`src/mpsc_pkg.sv`:
```
package mpsc_pkg;
   // ------------------------------------------------------------
   // register offsets (printed offsets, word registers)
   // ------------------------------------------------------------
   localparam logic [7:0]  MPSC_MEAS_STATUS_OFS = 8'hE8;  // measurement_status
   localparam logic [7:0]  MPSC_CMD_CTRL_OFS    = 8'hEA;  // device_command_control
   localparam logic [31:0] MPSC_RESET_VALUE     = 32'h00000000;
   // ------------------------------------------------------------
   // measurement_status fields
   // ------------------------------------------------------------
   localparam int MPSC_RES_BIT   = 31;
   localparam int MPSC_IND_BIT   = 30;
   localparam int MPSC_BEMF_BIT  = 29;
   localparam int MPSC_MECH_BIT  = 28;
   localparam int MPSC_PWM_MSB   = 27;
   localparam int MPSC_PWM_LSB   = 24;
   // ------------------------------------------------------------
   // device_command_control fields
   // ------------------------------------------------------------
   localparam int MPSC_NV_STORE_BIT  = 31;
   localparam int MPSC_NV_LOAD_BIT   = 30;
   localparam int MPSC_FLT_CLR_BIT   = 29;
   localparam int MPSC_RETRY_CLR_BIT = 28;
   localparam int MPSC_ANGLE_MSB     = 19;
   localparam int MPSC_ANGLE_LSB     = 11;
   localparam int MPSC_TICKLE_BIT    = 10;
   localparam logic [9:0] MPSC_ANGLE_WRAP = 10'h168;  // 360 degrees
   // ------------------------------------------------------------
   // start-up sequencing
   // ------------------------------------------------------------
   typedef enum logic [1:0] {
      MPSC_SU_IPD, MPSC_SU_SLOW_CYCLE, MPSC_SU_ALIGN, MPSC_SU_DOUBLE_ALIGN
   } mpsc_startup_t;
endpackage : mpsc_pkg

```
`src/mpsc_cmd_if.sv`:
```
`timescale 1ns/1ns
// command pulses from the register file to the command decoder, tickle status back
interface mpsc_cmd_if;
   logic       wr_ctrl;     // one-cycle write strobe to control register
   logic [31:0] wdata;      // write data
   logic       tickle_seen; // tickle bit currently held
   modport regs (output wr_ctrl, output wdata, input tickle_seen);
   modport dec  (input wr_ctrl, input wdata, output tickle_seen);
endinterface : mpsc_cmd_if

```
`src/mpsc_regs.sv`:
```
`timescale 1ns/1ns
module mpsc_regs
   import mpsc_pkg::*;
(
   // clock and reset
   input  wire logic        clock,
   input  wire logic        resetn,
   // register access port (from serial interface)
   input  wire logic [7:0]  reg_addr,
   input  wire logic        reg_wr,
   input  wire logic        reg_rd,
   input  wire logic [31:0] reg_wdata,
   output logic [31:0]      reg_rdata,
   // measurement engine status
   input  wire logic        resistance_meas_status,
   input  wire logic        inductance_meas_status,
   input  wire logic        backemf_meas_status,
   input  wire logic        mechanical_meas_status,
   input  wire logic [3:0]  backemf_meas_pwm_code,
   // start-up control
   input  wire logic        force_align_en,
   input  wire logic [1:0]  startup_method,
   input  wire logic        align_done,
   output logic             hold_in_align,
   // command outputs
   output logic             nv_store_cmd,
   output logic             nv_load_cmd,
   output logic             fault_clear_cmd,
   output logic             retry_count_clear_cmd,
   output logic             watchdog_tickle,
   output logic [8:0]       align_angle
);
   // ------------------------------------------------------------
   // status capture
   // ------------------------------------------------------------
   logic [31:0] meas_status;       // registered status word
   logic [31:0] next_meas_status;

   always_comb begin
      next_meas_status = MPSC_RESET_VALUE;  // reserved bits stay zero
      next_meas_status[MPSC_RES_BIT]  = resistance_meas_status;
      next_meas_status[MPSC_IND_BIT]  = inductance_meas_status;
      next_meas_status[MPSC_BEMF_BIT] = backemf_meas_status;
      next_meas_status[MPSC_MECH_BIT] = mechanical_meas_status;
      next_meas_status[MPSC_PWM_MSB:MPSC_PWM_LSB] = backemf_meas_pwm_code;
   end

   always_ff @(posedge clock or negedge resetn) begin
      if (!resetn) begin
         meas_status <= MPSC_RESET_VALUE;
      end else begin
         meas_status <= next_meas_status;
      end
   end

   // ------------------------------------------------------------
   // write decode and command decoder
   // ------------------------------------------------------------
   mpsc_cmd_if cmd ();
   assign cmd.wr_ctrl = reg_wr && (reg_addr == MPSC_CMD_CTRL_OFS);
   assign cmd.wdata   = reg_wdata;  // reserved bits are never looked at

   logic tick_raw;  // one-cycle tickle from decoder

   mpsc_cmd_dec u_dec (
      .clock                 (clock),
      .resetn                (resetn),
      .cmd                   (cmd),
      .nv_store_cmd          (nv_store_cmd),
      .nv_load_cmd           (nv_load_cmd),
      .fault_clear_cmd       (fault_clear_cmd),
      .retry_count_clear_cmd (retry_count_clear_cmd),
      .tickle_pulse          (tick_raw),
      .align_angle           (align_angle)
   );
   // decoder already self-clears the tickle after one cycle
   assign watchdog_tickle = tick_raw;

   // ------------------------------------------------------------
   // read mux and alignment hold
   // ------------------------------------------------------------
   logic [31:0] next_rdata;
   logic        next_hold;

   always_comb begin
      next_rdata = reg_rdata;
      if (reg_rd) begin
         case (reg_addr)
            MPSC_MEAS_STATUS_OFS: next_rdata = meas_status;
            // write-only fields read zero; tickle shows while pending
            MPSC_CMD_CTRL_OFS: begin
               next_rdata = MPSC_RESET_VALUE;
               next_rdata[MPSC_TICKLE_BIT] = cmd.tickle_seen;
            end
            default: next_rdata = MPSC_RESET_VALUE;  // unmapped reads zero
         endcase
      end
      // hold only for alignment methods; other methods ignore the force bit
      next_hold = force_align_en && align_done &&
                  ((startup_method == 2'(MPSC_SU_ALIGN)) ||
                   (startup_method == 2'(MPSC_SU_DOUBLE_ALIGN)));
   end

   always_ff @(posedge clock or negedge resetn) begin
      if (!resetn) begin
         reg_rdata     <= MPSC_RESET_VALUE;
         hold_in_align <= 1'b0;
      end else begin
         reg_rdata     <= next_rdata;
         hold_in_align <= next_hold;
      end
   end
endmodule : mpsc_regs

```
`src/mpsc_cmd_dec.sv`:
```
`timescale 1ns/1ns
module mpsc_cmd_dec
   import mpsc_pkg::*;
(
   // clock and reset
   input  wire logic       clock,
   input  wire logic       resetn,
   // register side
   mpsc_cmd_if.dec         cmd,
   // decoded outputs
   output logic            nv_store_cmd,
   output logic            nv_load_cmd,
   output logic            fault_clear_cmd,
   output logic            retry_count_clear_cmd,
   output logic            tickle_pulse,
   output logic [8:0]      align_angle
);
   // ------------------------------------------------------------
   // next-state computation
   // ------------------------------------------------------------
   logic       next_store, next_load, next_fclr, next_rclr, next_tick;
   logic [8:0] next_angle;
   logic [9:0] wr_angle;  // raw field widened for the wrap compare

   always_comb begin
      wr_angle   = {1'b0, cmd.wdata[MPSC_ANGLE_MSB:MPSC_ANGLE_LSB]};
      next_store = 1'b0;
      next_load  = 1'b0;
      next_fclr  = 1'b0;
      next_rclr  = 1'b0;
      next_tick  = 1'b0;
      next_angle = align_angle;
      if (cmd.wr_ctrl) begin
         // commands are one-shot pulses; only the angle is kept
         next_store = cmd.wdata[MPSC_NV_STORE_BIT];
         next_load  = cmd.wdata[MPSC_NV_LOAD_BIT];
         next_fclr  = cmd.wdata[MPSC_FLT_CLR_BIT];
         next_rclr  = cmd.wdata[MPSC_RETRY_CLR_BIT];
         next_tick  = cmd.wdata[MPSC_TICKLE_BIT];
         // angle reduced modulo 360; one subtract is enough for 9 bits
         if (wr_angle >= MPSC_ANGLE_WRAP) begin
            next_angle = 9'(wr_angle - MPSC_ANGLE_WRAP);
         end else begin
            next_angle = wr_angle[8:0];
         end
      end
   end

   // ------------------------------------------------------------
   // registers
   // ------------------------------------------------------------
   always_ff @(posedge clock or negedge resetn) begin
      if (!resetn) begin
         nv_store_cmd          <= 1'b0;
         nv_load_cmd           <= 1'b0;
         fault_clear_cmd       <= 1'b0;
         retry_count_clear_cmd <= 1'b0;
         tickle_pulse          <= 1'b0;
         align_angle           <= 9'h000;
      end else begin
         nv_store_cmd          <= next_store;
         nv_load_cmd           <= next_load;
         fault_clear_cmd       <= next_fclr;
         retry_count_clear_cmd <= next_rclr;
         tickle_pulse          <= next_tick;
         align_angle           <= next_angle;
      end
   end

   // tickle bit reads back one for exactly the cycle it is held
   assign cmd.tickle_seen = tickle_pulse;
endmodule : mpsc_cmd_dec

```
`config.mk`:
```
export PLATFORM = sky130hd
export DESIGN_NAME = mpsc_regs
export DESIGN_NICKNAME = d
export VERILOG_FILES = /design/src/mpsc_pkg.sv /design/src/mpsc_cmd_if.sv /design/src/mpsc_regs.sv /design/src/mpsc_cmd_dec.sv
export SDC_FILE = /design/constraint.sdc
export NUM_CORES = 1
export LEC_CHECK = 0
export BUFFER_PORTS_ARGS = -buffer_cell sky130_fd_sc_hd__buf_4
export CORE_MARGIN = 1
export CORE_UTILIZATION = 37
export CTS_CLUSTER_SIZE = 8
export DETAILED_ROUTE_END_ITERATION = 10
export PLACE_DENSITY_LB_ADDON = 0.12
export SYNTH_ARGS = -nofsm -noshare
export SYNTH_HDL_FRONTEND = slang
export SYNTH_SLANG_ARGS = --single-unit
export TNS_END_PERCENT = 5
```
`constraint.sdc`:
```
create_clock -name clock -period 0.8 [get_ports clock]
set_input_delay 0.08 -clock clock [delete_from_list [all_inputs] [get_ports clock]]
set_output_delay 0.08 -clock clock [all_outputs]
set_load 0.01 [all_outputs]
```
==> results of run 1 <==
-- critical path, stage by stage --
cell and delay, ns:
buf_12 0.12, inv_12 0.04, ha_4 0.11, and3b_1 0.17
a311oi_2 0.31, nor4_1 0.10, a211o_1 0.24
-- layout by cell type, fill, tap and decap left out, drive strengths merged, types with 2 or more instances in the layout --
master,n
buf,82
dfrtp,32
conb,23
nand2,15
dlygate4sd3,11
a22o,8
clkbuf,7
and2,6
nor2,4
nand3,4
inv,4
nor2b,3
o211ai,3
or4,2
o21ai,2
and3,2
-- where the power goes --
group | internal, mW | switching [mW] | total (mW) | leakage [nW]
clock | 0.698 | 0.566 | 1.26 | 0.0445
sequential | 1.66 | 0.0244 | 1.69 | 0.426
combinational | 0.318 | 0.244 | 0.562 | 0.794
total | 2.68 | 0.834 | 3.51 | 1.26
-- through the flow --
stage	instance area [um^2]	setup TNS (ns)	total power, mW
final	2420	-3.34	3.51
after CTS	2410	-3.85	3.55
after global placement	2080	-8.76	2.18
after global routing	2420	-5.11	3.70
after detailed placement	2080	-9.18	2.19
after floorplan	1600	-4.30	1.95
-- registers in the layout, indices dropped and copies added, names as in the netlist --
name and cells:
reg_rdata 9, u_dec.retry_count_clear_cmd 1, hold_in_align 1, meas_status 8, u_dec.cmd.tickle_seen 1, u_dec.nv_load_cmd 1
u_dec.nv_store_cmd 1, u_dec.align_angle 9, u_dec.fault_clear_cmd 1
-- logic make-up (layout without fill, tap and decap cells) --
logic type	count (synthesis)	after routing
simple gates	43	43
flops	32	32
compound gates	23	23
other cells	1	23
fa+ha+maj	1	1
buf+inv	30	106
-- worst min-delay path by stage --
stage | endpoint | startpoint | depth (start not counted) | slack (ns)
6_report | u_dec.nv_load_cmd | reg_wdata[30] | 2 | 0.01
5_1_grt | u_dec.nv_load_cmd | reg_wdata[30] | 2 | 0.01
4_1_cts | u_dec.cmd.tickle_seen | reg_wdata[10] | 2 | 0.003
3_5_place_dp | u_dec.align_angle[3] | resetn | 1 | 0.04
3_3_place_gp | u_dec.align_angle[3] | resetn | 1 | 0.04
2_1_floorplan | hold_in_align | resetn | 0 | -0.22
-- final cells by class --
| type | count | area [um^2] |
|---|---|---|
| Tap cell | 48 | 60.1 |
| Timing Repair Buffer | 93 | 855 |
| Clock inverter | 1 | 7.51 |
| Clock buffer | 7 | 86.3 |
| Multi-Input combinational cell | 90 | 579 |
| Sequential cell | 32 | 801 |
| Fill cell | 310 | 1320 |
| Inverter | 5 | 36.3 |
-- metal layers --
layer	vias up	wire (um)	GRT usage [%]
met5	-	0	0
met4	0	13	5.71
met3	2	243	6.60
met2	60	1750	29.4
met1	586	1390	20.6
li1	603	-	-
-- what timing repair did --
action                                 CTS  global route
hold buffers                            11             0
setup endpoints to repair               47            47
setup buffers                            1             0
pin swaps                               17             7
gates resized for setup                 34             4
endpoints found under the hold margin   42             0
==> key figures, run 1 <==
Logic synthesis
  – EDFF count, synth: 0
  – XOR/XNOR Fraction of Synth Area: 0%
  – Post-synthesis cell count: 130
  – Sequential fraction of the synthesis area: 53.9%
  – Register bit count reported by yosys: 32
  – Multiplexer share of the synthesized area: 0%
  – Largest family of logic cells by synthesized area: simple AND/OR/NAND/NOR gates
  – Synth area leaders: dfrtp_1, buf_4, a22o_1
  – Ys flop type: dfrtp_1
  – Adder-cell share of the synthesized area: 0.842%
  – Simple-gate area share of the yosys netlist: 17.8%
  – Most numerous cell in the Yosys netlist: dfrtp_1
  – Mapped cell area: 1490 um^2
  – Synth cell count leaders: dfrtp_1, buf_4, nand2_1, a22o_1, and2_1
  – Warnings from Yosys: 0
  – Complex-gate fraction of the synthesized area: 13.2%
  – Netlist cell types: 39
  – Yosys top cell by area: dfrtp_1
  – Share of flip-flops with an asynchronous set or reset: 100%
  – Mapped Avg Cell Area: about 11 um^2
  – Area share of the largest cell type after synthesis: between 50% and 60%

Die
  – Std cell rows: 22
  – Die Y: 65.4 um
  – Die width: around 65 um
  – Placeable Area: roughly 3700 um^2
  – Die area: 4270 um^2
  – Initial core utilization: 39.7%
  – Number of I/O pins: around 100

Power and ir drop
  – Cell Pwr Density: between 1000 and 1500 nW/um^2
  – Static leakage: 1.26 nW
  – Maximum vdd drop: 1.14 mV

GRT
  – Initial antenna violation count: 0
  – Total gr overflow: 0
  – Total track usage: 17.5%
  – Largest net degree at the start of global routing: 33
  – Vias in the first global route: 1,218
  – First-pass GRT wire length: ~5600 um

CTS
  – CTS root buffer: clkbuf_8
  – TritonCTS buffer count: 5
  – Longest Clk Path Bufs: 2
  – # clock sinks: 32
  – Worst skew pair latency: 0.28 ns
  – H-Tree Depth: 2
  – CTS tree: done
  – Reg clk slew, reported paths: 0.06 ns

STA
  – Fin. max-slew vios: 0
  – Hold_ws: 0.0147 ns
  – Fin Clk Skew: about 0.00046 ns
  – RSZ-0062 raised after global routing: yes
  – Final period utilization: 127%
  – Final Hold Vio Count: 0
  – Worst setup margin: -0.214 ns
  – Finish-stage setup viols: 47
  – Max Freq: 986 MHz
  – Min Tclk post-route: 1.01 ns

Finish
  – Layout area overhead: 63.3%
  – N_diodes: 0
  – Post-layout util: 64.8%
  – Layout cells sized above 1: 44.3%
  – Nets: 284
  – Final Instance Count excl. Fillers: approximately 280

Flow run
  – MaxCap Viol Count: 0

Setup path
  – Worst r2r path cells: 2
  – Worst setup endpoint: u_dec.align_angle[4]
  – Critical path arrival: approximately 1.2 ns
  – R2r endpoint: reg_rdata[10]
  – Crit. End Element: flop
  – Worst Setup Start Kind: input pin
  – CP Max Fanout: 5
  – Worst r2r src: reg_rdata[10]
  – Worst reg2reg setup slack: -0.02 ns
  – Worst setup startpoint: reg_wdata[15]
  – CP Class: in2reg
  – Worst EP required: 0.96 ns

Route
  – Vias: 1,251
  – Vias per cell: between 4 and 5
  – Initial drt markers: 18
  – DR pass1 iterations: 4
  – Post-route ant nets: 0
  – Final wirelength: approximately 3400 um
  – DRC: 0
  – Drt wl/cell: 12.3 um

Placement
  – Pre-CTS setup slack: -0.612 ns
  – Hpwl dp: 2500 um
  – Placed insts: 256
  – GPL Wtd Cong: 0.737
  – Port Buffers: 60

Min path
  – Worst min path class: in2reg

Run status
  – Status: finished with violations
  – Failing checks: negative setup slack
No activity file was read; power rests on OpenSTA's default activity.
==> run 2: changes to the inputs <==
- TNS_END_PERCENT: 5 -> 100
==> run 2 against run 1 <==
  * The run still ends with negative setup slack left
  * Cell area increased by 9.7%
  * Highest routed layer unchanged
  * Largest cell class unchanged
  * Wire length up 8.7%
  * Cell count is 6.2% higher
  * Critical path type unchanged
  * Sequential power about the same
  * Clock power grew 20%
  * Register-to-register slack got worse by 0.05 ns
  * Sequential cell count did not move
  * Die area unchanged
==> key figures, run 2 (synthesis results as in run 1) <==
Flow run
  – MaxCap Viol Count: 0

STA
  – Fin. max-slew vios: 0
  – Final Hold Vio Count: 0
  – TNS Setup: -4.09 ns
  – Worst setup margin: -0.277 ns
  – Max Freq: 929 MHz
  – Min Tclk post-route: 1.08 ns
  – Fin Clk Skew: 0.00564 ns
  – Final period utilization: 135%
  – Hold_ws: 0.0109 ns
  – Finish-stage setup viols: 44
  – RSZ-0062 raised after global routing: yes

Setup path
  – Crit. End Element: flop
  – Crit-path leading delay family: simple AND/OR/NAND/NOR gates
  – R2r endpoint: reg_rdata[27]
  – CP Class: in2reg
  – Worst r2r path cells: 2
  – Worst Setup Start Kind: input pin
  – Worst r2r src: reg_rdata[27]
  – Crit-path slowest cell: or4_1
  – Max incr delay on CP: 0.40 ns
  – Worst reg2reg setup slack: -0.07 ns
  – Crit path depth: 8
  – Crit path buf inv count: 3
  – Critical path arrival: 1.30 ns
  – CP Max Fanout: 5
  – Cell Chain, Critical Path: buf_12 -> inv_12 -> ha_4 -> and3b_2 -> a311oi_4 -> buf_4 -> or4_1 -> nand3_1
  – Worst EP required: 1.02 ns

Power and ir drop
  – Maximum vdd drop: 0.924 mV
  – Power Total: ~3.8 mW
  – Static leakage: ~1.4 nW
  – Cell Pwr Density: 1440 nW/um^2

Finish
  – Post-layout util: ~70%
  – Finished Cell Area: 2660 um^2
  – N_diodes: 0
  – Fillers: 297
  – Layout area overhead: 79.1%
  – Top flop regs: reg_rdata (9), u_dec.align_angle (9), meas_status (8)
  – Layout cells sized above 1: 54.7%
  – Final Instance Count excl. Fillers: 293
  – Commonest non-fill, non-tap cell in the layout: buf_4
  – Nets: 301
  – Most frequent cells in the layout: buf_4, buf_6, dfrtp_1

CTS
  – TritonCTS buffer count: 5
  – Worst skew pair latency: 0.28 ns
  – H-Tree Depth: 2
  – CTS tree: done
  – CTS root buffer: clkbuf_8
  – Longest Clk Path Bufs: 2
  – # clock sinks: 32
  – Reg clk slew, reported paths: 0.07 ns

GRT
  – Total track usage: 18.1%
  – Largest net degree at the start of global routing: 33
  – Vias in the first global route: 1,327
  – Initial antenna violation count: 0
  – First-pass GRT wire length: 5780 um
  – Total gr overflow: 0

Die
  – Initial core utilization: 39.7%
  – Number of I/O pins: 103
  – Die Y: 65.4 um
  – Die width: 65.4 um
  – Die area: 4270 um^2
  – Std cell rows: 22
  – Placeable Area: 3740 um^2

Route
  – DR top layer: met4
  – DR pass1 iterations: 2
  – M1 wire length: 1320 um
  – Post-route ant nets: 0
  – Final wirelength: approximately 3700 um
  – DRC: 0
  – Initial drt markers: 54
  – Vias: 1,342
  – Met2 routed wirelength: 2160 um
  – Drt wl/cell: between 10 and 15 um
  – Vias per cell: 4.58
  – Detail Route met3 WL: 167 um

Placement
  – Dpl cell area: about 2100 um^2
  – Pre-CTS setup slack: -0.641 ns
  – Placed insts: about 260
  – GPL Wtd Cong: 0.759
  – Port Buffers: 60
  – Hpwl dp: ~2500 um

Run status
  – Failing checks: negative setup slack
  – Status: finished with violations

Min path
  – Hold Path Sink: u_dec.align_angle[2]
  – HP Start: reg_wdata[13]
  – Worst min path class: in2reg
  – Min-Delay Path Depth: 3
==> run 2: cell types whose count changed in the layout (fill, tap and decap cells not counted), moves of 2 or more <==
cell | previous run | this run
nand2_2 | 0 | 4
buf_6 | 29 | 36
nand3_2 | 2 | 0
nand2_1 | 15 | 11
and2_4 | 1 | 4
dlygate4sd3_1 | 11 | 9
and2_1 | 5 | 2
buf_4 | 51 | 64
nand3_4 | 0 | 2
==> run 2: worst max-delay path by stage <==
stage                           endpoint  slack, ns          start
detailed placement  u_dec.align_angle[4]      -0.64  reg_wdata[15]
floorplan           u_dec.align_angle[4]      -0.39  reg_wdata[15]
CTS                 u_dec.align_angle[4]      -0.28  reg_wdata[15]
global placement    u_dec.align_angle[4]      -0.60  reg_wdata[15]
global route        u_dec.align_angle[4]      -0.32  reg_wdata[15]
finish              u_dec.align_angle[3]      -0.28  reg_wdata[15]
==> run 2: what timing repair did <==
item                       4_1_cts  5_1_grt
setup endpoints to repair       44       47
pin swaps                       15        7
hold endpoints to repair        40        0
setup buffers                   16        4
gates cloned                     0        0
resized for setup               41       18
hold buffers                     9        0
==> run 2: area by class of cell <==
class	count	area (um^2)	share of cell area, %
Tap cell	48	60.1	2.26
Clock buffer	6	72.6	2.73
Timing Repair Buffer	110	996	37.4
Sequential cell	32	801	30.1
Clock inverter	2	35.0	1.32
Multi-Input combinational cell	90	659	24.8
Inverter	5	36.3	1.36
==> run 2: per-layer routing <==
layer / global-route usage (%) / up-vias
met1: 19.4 / 661
li1: - / 633
met3: 5.38 / 5
met5: 0 / -
met4: 5.16 / 0
met2: 33.8 / 43
==> run 2: worst reg2reg max path, delay by kind of cell (launching register included) <==
kind / cells / cell delay [ns]
buf+inv: 1 / 0.14
flops: 1 / 0.40
compound gates: 1 / 0.22
==> run 2: power breakdown <==
group | total, mW | internal, mW | switching, mW
Sequential | 1.69 | 1.66 | 0.0239
Combinational | 0.622 | 0.349 | 0.273
Clock | 1.51 | 0.923 | 0.591
Total | 3.82 | 2.94 | 0.888
==> run 3: changes to the inputs <==
- CORE_UTILIZATION: 37 -> 44
- clock period: 0.8 -> 1.4 ns (I/O delays scaled with it)
==> run 3 against run 2 <==
  * Die area down 15%
  * The flow now finishes without violations
  * Cell area is 20% lower
  * Critical path type unchanged
  * Cell count down 12%
  * Setup slack better by 0.48 ns
==> key figures, run 3 (synthesis results as in run 1) <==
Run status
  – Status: finished clean

Route
  – Final wirelength: roughly 3200 um
  – DRC: 0
  – Initial drt markers: 28
  – Drt wl/cell: approximately 13 um
  – Vias: 1,188
  – DR pass1 iterations: 4
  – Vias per cell: between 4 and 5
  – Post-route ant nets: 0

Finish
  – Fillers: 262
  – Final Instance Count excl. Fillers: roughly 260
  – Area of the multi-input gates: 559 um^2
  – Nets: 270
  – Area occupied by registers: 801 um^2
  – Layout cells sized above 1: 39.3%
  – Layout area overhead: 43.1%
  – Top flop regs: reg_rdata (9), u_dec.align_angle (9), meas_status (8)
  – Most frequent cells in the layout: buf_4, dfrtp_1, conb_1
  – N_diodes: 0
  – Commonest non-fill, non-tap cell in the layout: buf_4

CTS
  – Longest Clk Path Bufs: 2
  – Worst skew pair latency: 0.32 ns
  – CTS root buffer: clkbuf_4
  – Hold buffers post-CTS: 9
  – TritonCTS buffer count: 5
  – Post-CTS Setup Inserts: 0
  – Reg clk slew, reported paths: 0.09 ns
  – # clock sinks: 32
  – CTS tree: done
  – H-Tree Depth: 2
  – Post_cts resized: 0

GRT
  – Total gr overflow: 0
  – Vias in the first global route: 1,218
  – First-pass GRT wire length: 5240 um
  – Total track usage: 20.3%
  – Largest net degree at the start of global routing: 33
  – Initial antenna violation count: 0

STA
  – Fin. max-slew vios: 0
  – RSZ-0062 raised after global routing: no
  – Final Hold Vio Count: 0
  – Fin Clk Skew: 0.00357 ns
  – Finish-stage setup viols: 0
  – Final period utilization: 85.8%
  – Max Freq: 832 MHz
  – Min Tclk post-route: 1.20 ns

Die
  – Number of I/O pins: 103
  – Initial core utilization: 47.5%
  – Std cell rows: 20
  – Die Y: 60.1 um
  – Die width: around 60 um
  – Placeable Area: 3130 um^2
  – Die area: 3610 um^2

Power and ir drop
  – Clk network pwr share: 35.5%
  – Static leakage: 1.16 nW
  – Sequential share of power: 50.7%
  – Maximum vdd drop: 0.731 mV
  – Power Total: 1.90 mW
  – Sw Pwr: 0.438 mW
  – Cell Pwr Density: 893 nW/um^2
  – Internal: 1.46 mW
  – Net Sw Frac: between 20 and 25%
  – Logic pwr share: 13.8%

Placement
  – Port Buffers: 60
  – Placed insts: 241
  – GPL Wtd Cong: 0.733
  – Hpwl dp: 2480 um

Setup path
  – Max incr delay on CP: 0.46 ns
  – Crit-path leading delay family: simple AND/OR/NAND/NOR gates
  – Worst r2r src: reg_rdata[10]
  – Top cell by count, worst path: buf_4
  – Crit path buf inv count: 3
  – Worst Setup Start Kind: input pin
  – Cell Chain, Critical Path: buf_4 -> inv_1 -> ha_1 -> and3b_1 -> a311oi_2 -> buf_4 -> or4_1 -> nand3_1
  – Worst setup startpoint: reg_wdata[15]
  – Critical path arrival: 1.47 ns
  – CP Max Fanout: 6
  – Worst EP required: around 1.7 ns
  – Worst reg2reg setup slack: 0.59 ns
  – Crit. End Element: flop
  – Worst r2r path cells: 2
  – CP Class: in2reg
  – Crit-path slowest cell: or4_1
  – R2r endpoint: reg_rdata[10]

Min path
  – Worst min path class: in2reg
  – Hold Path Sink: u_dec.cmd.tickle_seen
  – HP Start: reg_wdata[10]
  – Min-Delay Path Depth: 2

Flow run
  – MaxCap Viol Count: 0
-- run 3: cell type report --
type                       count  share of cell area (%)
tap                           44                    2.59
multi-input combinational     90                    26.3
clock buffer                   6                    1.94
timing repair buffer          79                    29.0
sequential                    32                    37.7
inverter                       5                   0.883
clock inverter                 2                    1.65
-- run 3: routing by layer --
metal	up-vias	wire length (um)	global-route usage [%]	share of wire (%)
li1	573	-	-	-
met1	563	1190	20.4	37
met2	46	1800	37.0	56
met3	6	202	8.23	6.3
met4	0	35	6.98	1.1
met5	-	0	0	0
-- run 3: how the worst max path moves through the flow --
stage	endpoint	depth (start not counted)
6_report	u_dec.align_angle[6]	8
5_1_grt	u_dec.align_angle[6]	8
4_1_cts	u_dec.align_angle[6]	8
3_5_place_dp	u_dec.align_angle[6]	8
3_3_place_gp	u_dec.align_angle[6]	8
2_1_floorplan	u_dec.align_angle[4]	6
-- run 3: through the flow --
stage               instance area (um^2)  setup WS, ns  utilization, %  hold slack (ns)  TNS [ns]
finish                              2130         0.198            68.0           0.0201         0
global route                        2130         0.123            68.0          0.00206         0
CTS                                 2130         0.211            68.0          0.00222         0
detailed placement                  1960        -0.136            62.6            0.101    -0.277
global placement                    1960        -0.111            62.6           0.0942    -0.229
floorplan                           1570        0.0872               -           -0.156         0
-- run 3: power groups by stage --
stage	clock, mW	combinational, mW	sequential [mW]
after CTS	0.702	0.263	0.962
after global placement	0	0.235	0.978
after detailed placement	0	0.242	0.980
after global routing	0.744	0.291	0.964
final	0.674	0.262	0.961
after floorplan	0	0.125	0.985
